<file path="src/shared/sbtc_params.svh">
`ifndef SBTC_PARAMS_SVH
`define SBTC_PARAMS_SVH
// ----------------------------------------
// Register offsets (byte addresses)
// ----------------------------------------
`define SBTC_ADDR_CONTROL 4'h0
`define SBTC_ADDR_COUNT_LOW 4'h1
`define SBTC_ADDR_COUNT_HIGH 4'h2
`define SBTC_ADDR_STATUS 4'h3
`define SBTC_ADDR_IRQ_ENABLE 4'h4
`define SBTC_ADDR_SEV_CONTROL 4'h5
// ----------------------------------------
// Control register fields
// ----------------------------------------
`define SBTC_BIT_WIDE 7
`define SBTC_BIT_ASSIGN_HI 6
`define SBTC_BIT_PRESC_HI 5
`define SBTC_BIT_PRESC_LO 4
`define SBTC_BIT_ASSIGN_LO 3
`define SBTC_BIT_SYNC_DIS 2
`define SBTC_BIT_CLK_SRC 1
`define SBTC_BIT_RUN 0
`define SBTC_CONTROL_RESET 8'h00
// Other register fields
`define SBTC_BIT_OVF_FLAG 0
`define SBTC_BIT_OSC_EN 0
`define SBTC_BIT_SEV_UNIT_LO 0
`define SBTC_BIT_SEV_UNIT_HI 1
// ----------------------------------------
// Timing
// ----------------------------------------
`define SBTC_INSTR_DIV 4
`define SBTC_PRESC_MAX 8
`endif

</file>
<file path="src/shared/sbtc_pkg.sv">
package sbtc_pkg;
    // Operating mode decoded from control bits
    typedef enum logic [1:0] {
        SBTC_MODE_TIMER = 2'b00,
        SBTC_MODE_SYNC = 2'b01,
        SBTC_MODE_ASYNC = 2'b10
    } sbtc_mode_type;
    // Unit ownership, one bit per compare unit 1..5 (1 = this pair)
    typedef logic [4:0] sbtc_units_type;
endpackage

</file>
<file path="src/shared/sbtc_tick_if.sv">
`timescale 1ns/100ps
// Edge events from the clock front end to the counter core
interface sbtc_tick_if;
    logic tick;
    logic clear;
    modport source (output tick, input clear);
    modport sink (input tick, output clear);
endinterface

</file>
<file path="src/verilog/sbtc_edge_front.sv">
`timescale 1ns/100ps
`include "sbtc_params.svh"
// Picks internal or external count source and prescales it
module sbtc_edge_front import sbtc_pkg::*; #(
    parameter int PRESC_MAX = `SBTC_PRESC_MAX
) (
    input wire logic ref_clk,
    input wire logic reset_n,
    input wire logic ext_level,
    input wire logic ext_raw,
    input wire logic clock_source_select,
    input wire logic ext_sync_disable,
    input wire logic count_run,
    input wire logic [1:0] prescale_sel,
    sbtc_tick_if.source tk
);
    // Prescale counter and mask are built for 1:8 at most
    if (PRESC_MAX != 8) begin : g_bad_presc
        $error("sbtc_edge_front: prescaler is fixed at 1:8");
    end
    logic [1:0] instr_div;
    logic ext_prev;
    logic fall_seen;
    logic [2:0] presc_cnt;
    // ----------------------------------------
    // Source selection
    // ----------------------------------------
    // Unsynchronised path still samples the raw pin once; a true async ripple needs a second clock
    wire ext_sel = ext_sync_disable ? ext_raw : ext_level;
    wire instr_tick = (instr_div == 2'h3);
    wire ext_rise = ext_sel & ~ext_prev & fall_seen;
    wire src_tick = clock_source_select ? ext_rise : instr_tick;
    wire [2:0] presc_mask = (prescale_sel == 2'h3) ? 3'h7 : (prescale_sel == 2'h2) ? 3'h3 :
                            (prescale_sel == 2'h1) ? 3'h1 : 3'h0;
    wire presc_done = ((presc_cnt & presc_mask) == presc_mask);
    // Instruction clock divider, free running
    always_ff @(posedge ref_clk or negedge reset_n) begin
        if (!reset_n) begin
            instr_div <= 2'h0;
        end else begin
            instr_div <= instr_div + 2'h1;
        end
    end
    // External edge tracking, first falling edge arms counting
    always_ff @(posedge ref_clk or negedge reset_n) begin
        if (!reset_n) begin
            ext_prev <= 1'b0;
            fall_seen <= 1'b0;
        end else begin
            ext_prev <= ext_sel;
            if (!clock_source_select) begin
                fall_seen <= 1'b0;
            end else if (ext_prev & ~ext_sel) begin
                fall_seen <= 1'b1;
            end
        end
    end
    // Prescaler; cleared by a low-byte write
    always_ff @(posedge ref_clk or negedge reset_n) begin
        if (!reset_n) begin
            presc_cnt <= 3'h0;
            tk.tick <= 1'b0;
        end else begin
            tk.tick <= 1'b0;
            if (tk.clear) begin
                presc_cnt <= 3'h0;
            end else if (src_tick && count_run) begin
                presc_cnt <= presc_done ? 3'h0 : presc_cnt + 3'h1;
                tk.tick <= presc_done;
            end
        end
    end
endmodule // sbtc_edge_front

</file>
<file path="src/verilog/sbtc_pin_sync.sv">
`timescale 1ns/100ps
// Two flip-flop level synchroniser, one per bit
module sbtc_pin_sync #(
    parameter int WIDTH = 1
) (
    input wire logic ref_clk,
    input wire logic reset_n,
    input wire logic [WIDTH-1:0] async_in,
    output logic [WIDTH-1:0] sync_out
);
    // A zero-width synchroniser has nothing to carry
    if (WIDTH < 1) begin : g_bad_width
        $error("sbtc_pin_sync: WIDTH must be at least 1");
    end
    logic [WIDTH-1:0] meta;
    // First stage feeds only the second
    genvar g;
    generate
        for (g = 0; g < WIDTH; g = g + 1) begin : g_bit
            always_ff @(posedge ref_clk or negedge reset_n) begin
                if (!reset_n) begin
                    meta[g] <= 1'b0;
                    sync_out[g] <= 1'b0;
                end else begin
                    meta[g] <= async_in[g];
                    sync_out[g] <= meta[g];
                end
            end
        end
    endgenerate
endmodule // sbtc_pin_sync

</file>
<file path="src/verilog/sbtc_timer.sv">
// Design decisions made here: the strobed register port and the register offsets.
`timescale 1ns/100ps
`include "sbtc_params.svh"
// Summary of operation
// - Wide-access bit selects 16-bit or byte access
// - Two assign bits route timer pair to units
// - Prescale field divides by 1, 2, 4, 8
// - External source synchronised unless sync-disable set
// - Internal source ignores the sync-disable bit
// - Count external rising edges after first falling
// - Internal source counts every fourth system clock
// - Count advances only while run bit set
// - Timer, synchronous and asynchronous counter modes
// - Oscillator enabled: pins forced input, read zero
// - Wide mode: low read latches high buffer
// - Wide mode: low write loads both bytes
// - Wide mode: high byte only through buffer
// - Low-byte write clears prescaler, high does not
// - Wrap FFFF to 0000 sets overflow flag
// - Special event resets count outside async mode, no flag
// - Software write beats same-cycle special event
module sbtc_timer import sbtc_pkg::*; (
    input wire logic ref_clk,
    input wire logic reset_n,
    // Register port
    input wire logic [3:0] reg_addr,
    input wire logic [7:0] reg_wdata,
    input wire logic reg_write,
    input wire logic reg_read,
    output logic [7:0] reg_rdata,
    // Pins
    input wire logic external_count_pin,
    input wire logic osc_input_pin,
    input wire logic [1:0] port_pin_in,
    input wire logic [1:0] port_direction_reg,
    output logic [1:0] port_pin_read,
    output logic [1:0] port_pin_oe,
    // Compare unit special-event triggers, units 1..5
    input wire logic [4:0] unit_event,
    // Status outputs
    output logic overflow_irq,
    output logic [4:0] unit_uses_pair,
    output logic [1:0] op_mode
);
    // ----------------------------------------
    // Registers
    // ----------------------------------------
    logic [7:0] timer_control;
    logic [15:0] count;
    logic [7:0] high_buffer;
    logic overflow_flag;
    logic overflow_irq_enable;
    logic osc_enable;
    logic [1:0] sev_units;
    logic [1:0] pins_sync;
    sbtc_tick_if tk ();

    // ----------------------------------------
    // Control decode
    // ----------------------------------------
    wire wide_access_enable = timer_control[`SBTC_BIT_WIDE];
    wire unit_assign_hi = timer_control[`SBTC_BIT_ASSIGN_HI];
    wire unit_assign_lo = timer_control[`SBTC_BIT_ASSIGN_LO];
    wire prescale_sel_hi = timer_control[`SBTC_BIT_PRESC_HI];
    wire prescale_sel_lo = timer_control[`SBTC_BIT_PRESC_LO];
    wire ext_sync_disable = timer_control[`SBTC_BIT_SYNC_DIS];
    wire clock_source_select = timer_control[`SBTC_BIT_CLK_SRC];
    wire count_run = timer_control[`SBTC_BIT_RUN];
    wire [1:0] assign_field = {unit_assign_hi, unit_assign_lo};

    // Unit map: bit n-1 set when unit n uses this pair
    wire [4:0] next_units = (assign_field == 2'h3) ? 5'h1F :
                            (assign_field == 2'h2) ? 5'h1C :
                            (assign_field == 2'h1) ? 5'h1E : 5'h00;
    wire sbtc_mode_type next_mode = !clock_source_select ? SBTC_MODE_TIMER :
                                    ext_sync_disable ? SBTC_MODE_ASYNC : SBTC_MODE_SYNC;

    // ----------------------------------------
    // Bus decode
    // ----------------------------------------
    wire wr_control = reg_write && (reg_addr == `SBTC_ADDR_CONTROL);
    wire wr_low = reg_write && (reg_addr == `SBTC_ADDR_COUNT_LOW);
    wire wr_high = reg_write && (reg_addr == `SBTC_ADDR_COUNT_HIGH);
    wire wr_status = reg_write && (reg_addr == `SBTC_ADDR_STATUS);
    wire wr_irq_en = reg_write && (reg_addr == `SBTC_ADDR_IRQ_ENABLE);
    wire wr_sev = reg_write && (reg_addr == `SBTC_ADDR_SEV_CONTROL);
    wire rd_low = reg_read && (reg_addr == `SBTC_ADDR_COUNT_LOW);

    // ----------------------------------------
    // Count source
    // ----------------------------------------
    // Both clock pins synchronised before the source mux; the sync-disable path below also samples them raw
    logic [1:0] clk_pins_sync;
    sbtc_pin_sync #(
        .WIDTH(4)
    ) u_sync (
        .ref_clk(ref_clk),
        .reset_n(reset_n),
        .async_in({port_pin_in, osc_input_pin, external_count_pin}),
        .sync_out({pins_sync, clk_pins_sync})
    );
    // Oscillator pin or count pin; either may drive the external clock
    wire ext_level = osc_enable ? clk_pins_sync[1] : clk_pins_sync[0];

    // Unsynchronised path is sampled by one flop only; caller in mind
    logic [1:0] clk_pins_raw_q;
    always_ff @(posedge ref_clk or negedge reset_n) begin
        if (!reset_n) begin
            clk_pins_raw_q <= 2'h0;
        end else begin
            clk_pins_raw_q <= {osc_input_pin, external_count_pin};
        end
    end
    wire ext_raw_q = osc_enable ? clk_pins_raw_q[1] : clk_pins_raw_q[0];

    sbtc_edge_front #(
        .PRESC_MAX(`SBTC_PRESC_MAX)
    ) u_front (
        .ref_clk(ref_clk),
        .reset_n(reset_n),
        .ext_level(ext_level),
        .ext_raw(ext_raw_q),
        .clock_source_select(clock_source_select),
        .ext_sync_disable(ext_sync_disable),
        .count_run(count_run),
        .prescale_sel({prescale_sel_hi, prescale_sel_lo}),
        .tk(tk)
    );
    assign tk.clear = wr_low;

    // ----------------------------------------
    // Special event
    // ----------------------------------------
    // Only units selected for reset and owned by this pair act; async mode ignores it
    wire [4:0] sev_mask = {3'h0, sev_units} & next_units;
    wire sev_hit = |(unit_event & sev_mask) && (next_mode != SBTC_MODE_ASYNC);
    wire wrap = tk.tick && (count == 16'hFFFF);

    // ----------------------------------------
    // Counter
    // ----------------------------------------
    // Software writes first, then special event, then the tick
    always_ff @(posedge ref_clk or negedge reset_n) begin
        if (!reset_n) begin
            count <= 16'h0000;
        end else if (wr_low) begin
            count[7:0] <= reg_wdata;
            if (wide_access_enable) begin
                count[15:8] <= high_buffer;
            end
        end else if (wr_high && !wide_access_enable) begin
            count[15:8] <= reg_wdata;
        end else if (sev_hit) begin
            count <= 16'h0000;
        end else if (tk.tick) begin
            count <= count + 16'h0001;
        end
    end

    // High byte buffer: written in wide mode, latched on low read
    always_ff @(posedge ref_clk or negedge reset_n) begin
        if (!reset_n) begin
            high_buffer <= 8'h00;
        end else if (wide_access_enable && wr_high) begin
            high_buffer <= reg_wdata;
        end else if (wide_access_enable && rd_low) begin
            high_buffer <= count[15:8];
        end
    end

    // ----------------------------------------
    // Control and status registers
    // ----------------------------------------
    always_ff @(posedge ref_clk or negedge reset_n) begin
        if (!reset_n) begin
            timer_control <= `SBTC_CONTROL_RESET;
            overflow_irq_enable <= 1'b0;
            osc_enable <= 1'b0;
            sev_units <= 2'h0;
        end else begin
            if (wr_control) begin
                timer_control <= reg_wdata;
            end
            if (wr_irq_en) begin
                overflow_irq_enable <= reg_wdata[0];
                osc_enable <= reg_wdata[1];
            end
            if (wr_sev) begin
                sev_units <= reg_wdata[1:0];
            end
        end
    end

    // Overflow flag: set wins over a software clear
    always_ff @(posedge ref_clk or negedge reset_n) begin
        if (!reset_n) begin
            overflow_flag <= 1'b0;
        end else if (wrap) begin
            overflow_flag <= 1'b1;
        end else if (wr_status && !reg_wdata[`SBTC_BIT_OVF_FLAG]) begin
            overflow_flag <= 1'b0;
        end
    end

    // ----------------------------------------
    // Read data
    // ----------------------------------------
    // Wide mode: high address returns the buffer, never the live byte
    wire [7:0] high_view = wide_access_enable ? high_buffer : count[15:8];
    wire [7:0] next_rdata = (reg_addr == `SBTC_ADDR_CONTROL) ? timer_control :
                            (reg_addr == `SBTC_ADDR_COUNT_LOW) ? count[7:0] :
                            (reg_addr == `SBTC_ADDR_COUNT_HIGH) ? high_view :
                            (reg_addr == `SBTC_ADDR_STATUS) ? {7'h00, overflow_flag} :
                            (reg_addr == `SBTC_ADDR_IRQ_ENABLE) ? {6'h00, osc_enable, overflow_irq_enable} :
                            (reg_addr == `SBTC_ADDR_SEV_CONTROL) ? {6'h00, sev_units} : 8'h00;

    // Read data stands only in the cycle after the strobe
    always_ff @(posedge ref_clk or negedge reset_n) begin
        if (!reset_n) begin
            reg_rdata <= 8'h00;
        end else begin
            reg_rdata <= reg_read ? next_rdata : 8'h00;
        end
    end

    // ----------------------------------------
    // Pins and status outputs
    // ----------------------------------------
    // Oscillator pins forced to inputs reading zero; direction reg 0 means drive
    wire [1:0] next_oe = osc_enable ? 2'h0 : ~port_direction_reg;
    wire [1:0] next_pin_read = osc_enable ? 2'h0 : pins_sync;
    always_ff @(posedge ref_clk or negedge reset_n) begin
        if (!reset_n) begin
            port_pin_oe <= 2'h0;
            port_pin_read <= 2'h0;
            overflow_irq <= 1'b0;
            unit_uses_pair <= 5'h00;
            op_mode <= 2'h0;
        end else begin
            port_pin_oe <= next_oe;
            port_pin_read <= next_pin_read;
            overflow_irq <= (overflow_flag | wrap) & overflow_irq_enable;
            unit_uses_pair <= next_units;
            op_mode <= next_mode;
        end
    end
endmodule // sbtc_timer

</file>
<file path="config.mk">
export PLATFORM = sky130hd
export DESIGN_NAME = sbtc_timer
export DESIGN_NICKNAME = d
export VERILOG_FILES = /design/src/shared/sbtc_pkg.sv /design/src/shared/sbtc_tick_if.sv /design/src/verilog/sbtc_edge_front.sv /design/src/verilog/sbtc_pin_sync.sv /design/src/verilog/sbtc_timer.sv
export VERILOG_INCLUDE_DIRS = /design/src /design/src/shared
export SDC_FILE = /design/constraint.sdc
export NUM_CORES = 1
export LEC_CHECK = 0
export ABC_AREA = 1
export BUFFER_PORTS_ARGS = -buffer_cell sky130_fd_sc_hd__buf_2
export CORE_ASPECT_RATIO = 0.75
export CORE_UTILIZATION = 62
export DETAILED_ROUTE_END_ITERATION = 6
export PLACE_DENSITY = 0.84
export SLEW_MARGIN = 20
export SYNTH_ARGS = -nofsm -noshare
export SYNTH_HDL_FRONTEND = slang
export SYNTH_SLANG_ARGS = --single-unit
</file>
<file path="constraint.sdc">
create_clock -name ref_clk -period 4.6 [get_ports ref_clk]
set_clock_uncertainty 0.1 [all_clocks]
set_input_delay 0.92 -clock ref_clk [delete_from_list [all_inputs] [get_ports ref_clk]]
set_output_delay 0.92 -clock ref_clk [all_outputs]
set_load 0.005 [all_outputs]
</file>
==> metrics.txt <==
CTS H-tree lvls=3; Avg Synthesized Cell Area=8.19 µm²; placed insts=570; # hold bufs at CTS=0; clk sinks=71; WHS Path Cells=0; gpl congestion=0.921; CP Max Fanout=12; Clock Tree Root=clkbuf_8; # fillers=468; Post-DRT Antenna Nets=0; wirelength, routed=9.39 mm; ys flop type=dfrtp_1; Worst setup EP type=flip-flop; EDFF count, synth=0; met3 wire length=796 µm; Slew HR=30.1%; fin nets=533; Seq/Total Area, Yosys=47.0%; HP Start=u_sync.meta[3]$_DFF_PN0_; combinational share of power=24.1%; initial antenna violation count=0; Detailed Routing Iterations Pass 1=6; #FFs+latches synth=71; worst slew pin tran=1.04 ns; Async S/R FF share, synth=100%; worst min-delay path category=flip-flop to flip-flop; clock power share=30.4%; count leader, synth=nand2_1; Critical R2R Launch=timer_control[7]$_DFFE_PN0P_; Met2 Wirelength=4.36 mm; leakage power=0.00216 µW; Post-Layout Cell Count=585; wire per inst=16.0 µm; GR Overflow Total=0; IO buf count=43; Core Region=5860 µm²; Clk Latency, worst-skew pair=0.35 ns; Register-to-Register Path Depth=7; worst setup path startpoint=reg_addr[2]; Synth top cells by count=nand2_1, dfrtp_1, inv_1; all-layer global routing usage=32.5%; internal power=1300 µW; area leader, netlist=dfrtp_1; synthesized area=3780 µm²; Vert. Die Dim=69.7 µm; min cycle time layout=2.49 ns; synth top area cells=dfrtp_1, nand2_1, nand3_1; Fin. Hold Viols=0; vias in the first global route=3,152; pins over their slew limit=0; max_cap viols=0; synth unique cells=39; Avg Vias per Cell=5.73; unrepaired setup endpoints after global routing=no; Die X=92.2 µm; PwrDens=461 nW/µm²; layout cells sized above 1=18.3%; largest net degree at the start of global routing=45; power after layout=1950 µW; startpoint types=input port; Achievable Freq=401 MHz; CTS buffer count=9; syn_nets=492; CTS max path bufs=2; path type of the worst setup path=input port to flip-flop; sequential share of power=45.5%; M1 wire length=4.08 mm; Synth Instances=462; drc violations=0; CP Data Arrival Time=2.66 ns; first-pass GRT wire length=15.8 mm; switching part of the total=33.8%; total I/O pin count=47; net load switching power=660 µW; Iteration-0 DRC Markers=377; YS warnings=0; critical path required time=4.77 ns; Starting Density=64.6%; Final setup viols=0; Yosys top cell area share=47.0%; overall die area=6420 µm²; postcts setup bufs=0; smallest hold slack=0.253 ns; clock slew at reported path FFs=0.07 ns; DR vias=3,354; fin crit share=54.1%; status=finished, final reports clean; ant diodes=0; Highest Signal Layer=met4; DP Wirelength=6.81 mm; maximum vdd drop=273 µV; Area Overhead vs Synth=12.1%; FP Rows=24; Post-CTS Resized=0; CTS tree=yes; final setup TNS=0 ns
-- registers in the layout, summed over array words and instances, names as in the netlist, 3 cells and up --
name / flops
count: 16
high_buffer: 8
reg_rdata: 8
timer_control: 8
u_front.presc_cnt: 3
u_sync.sync_out: 4
unit_uses_pair: 3
-- metrics by stage --
step,area (µm²),util [%],worst slack (ns)
6_report,4240,72.4,2.11
3_5_place_dp,4010,68.4,1.81
4_1_cts,4240,72.4,2.19
2_1_floorplan,3780,-,2.61
3_3_place_gp,4010,68.4,1.85
5_1_grt,4240,72.4,2.00
-- critical path, cell delays in order --
cell and delay (ns):
buf_2 0.12, nor2_4 0.22, nand2_4 0.10, nor2_1 0.80
nand2_1 0.10, o21ai_0 0.16, nor2_1 0.08, a21oi_1 0.15
-- cell families after synthesis --
| kind of cell | count (synthesis) | synth area share (%) |
|---|---|---|
| compound gates | 75 | 12.5 |
| xor+xnor | 8 | 1.85 |
| fa+ha+maj | 3 | 0.992 |
| buf+inv | 66 | 7.97 |
| flops | 71 | 47.0 |
| simple gates | 239 | 29.7 |
-- final timing paths --
| check | end | slack, ns |
|---|---|---|
| max | count[15]$_DFFE_PN0P_ | 2.11 |
| min | u_sync.sync_out[3]$_DFF_PN0_ | 0.25 |
| max reg2reg | count[15]$_DFFE_PN0P_ | 2.69 |
| min reg2reg | u_sync.sync_out[3]$_DFF_PN0_ | 0.25 |
| max in group asynchronous | count[15]$_DFFE_PN0P_ | 2.85 |
| min in group asynchronous | u_front.fall_seen$_DFFE_PN0P_ | 0.64 |
-- layout make-up --
class	instances	area (µm²)	area share, %
Inverter	52	205	4.84
Timing Repair Buffer	44	223	5.25
Multi-Input combinational cell	325	1710	40.2
Clock inverter	5	106	2.51
Tap cell	78	97.6	2.30
Sequential cell	71	1780	41.9
Clock buffer	10	128	3.01
-- metal layers --
metal / global-route usage, % / vias up
met5: 0 / -
met4: 9.38 / 0
met3: 8.11 / 22
met2: 49.3 / 147
met1: 46.4 / 1605
li1: - / 1580
-- power by group through the flow --
stage | Sequential (µW) | Combinational, µW | Clock [µW]
2_1_floorplan | 849 | 366 | 0
3_3_place_gp | 889 | 438 | 0
3_5_place_dp | 895 | 463 | 0
4_1_cts | 885 | 466 | 604
5_1_grt | 909 | 537 | 627
6_report | 889 | 471 | 595
-- cell usage in the layout, fill, tap and decap left out, drive strengths merged --
cell type / instances
or2: 2
nor3: 2
ha: 3
a21boi: 1
nand3b: 1
nand4: 8
xnor2: 4
nor3b: 1
clkbuf: 10
nand2: 141
bufinv: 3
o21ai: 41
xor2: 4
buf: 44
o211ai: 1
inv: 53
o22ai: 6
nand3: 37
dfrtp: 71
clkinvlp: 1
o221ai: 6
nor2: 47
a21oi: 14
a31oi: 6
Power figures use the tool's default switching activity.
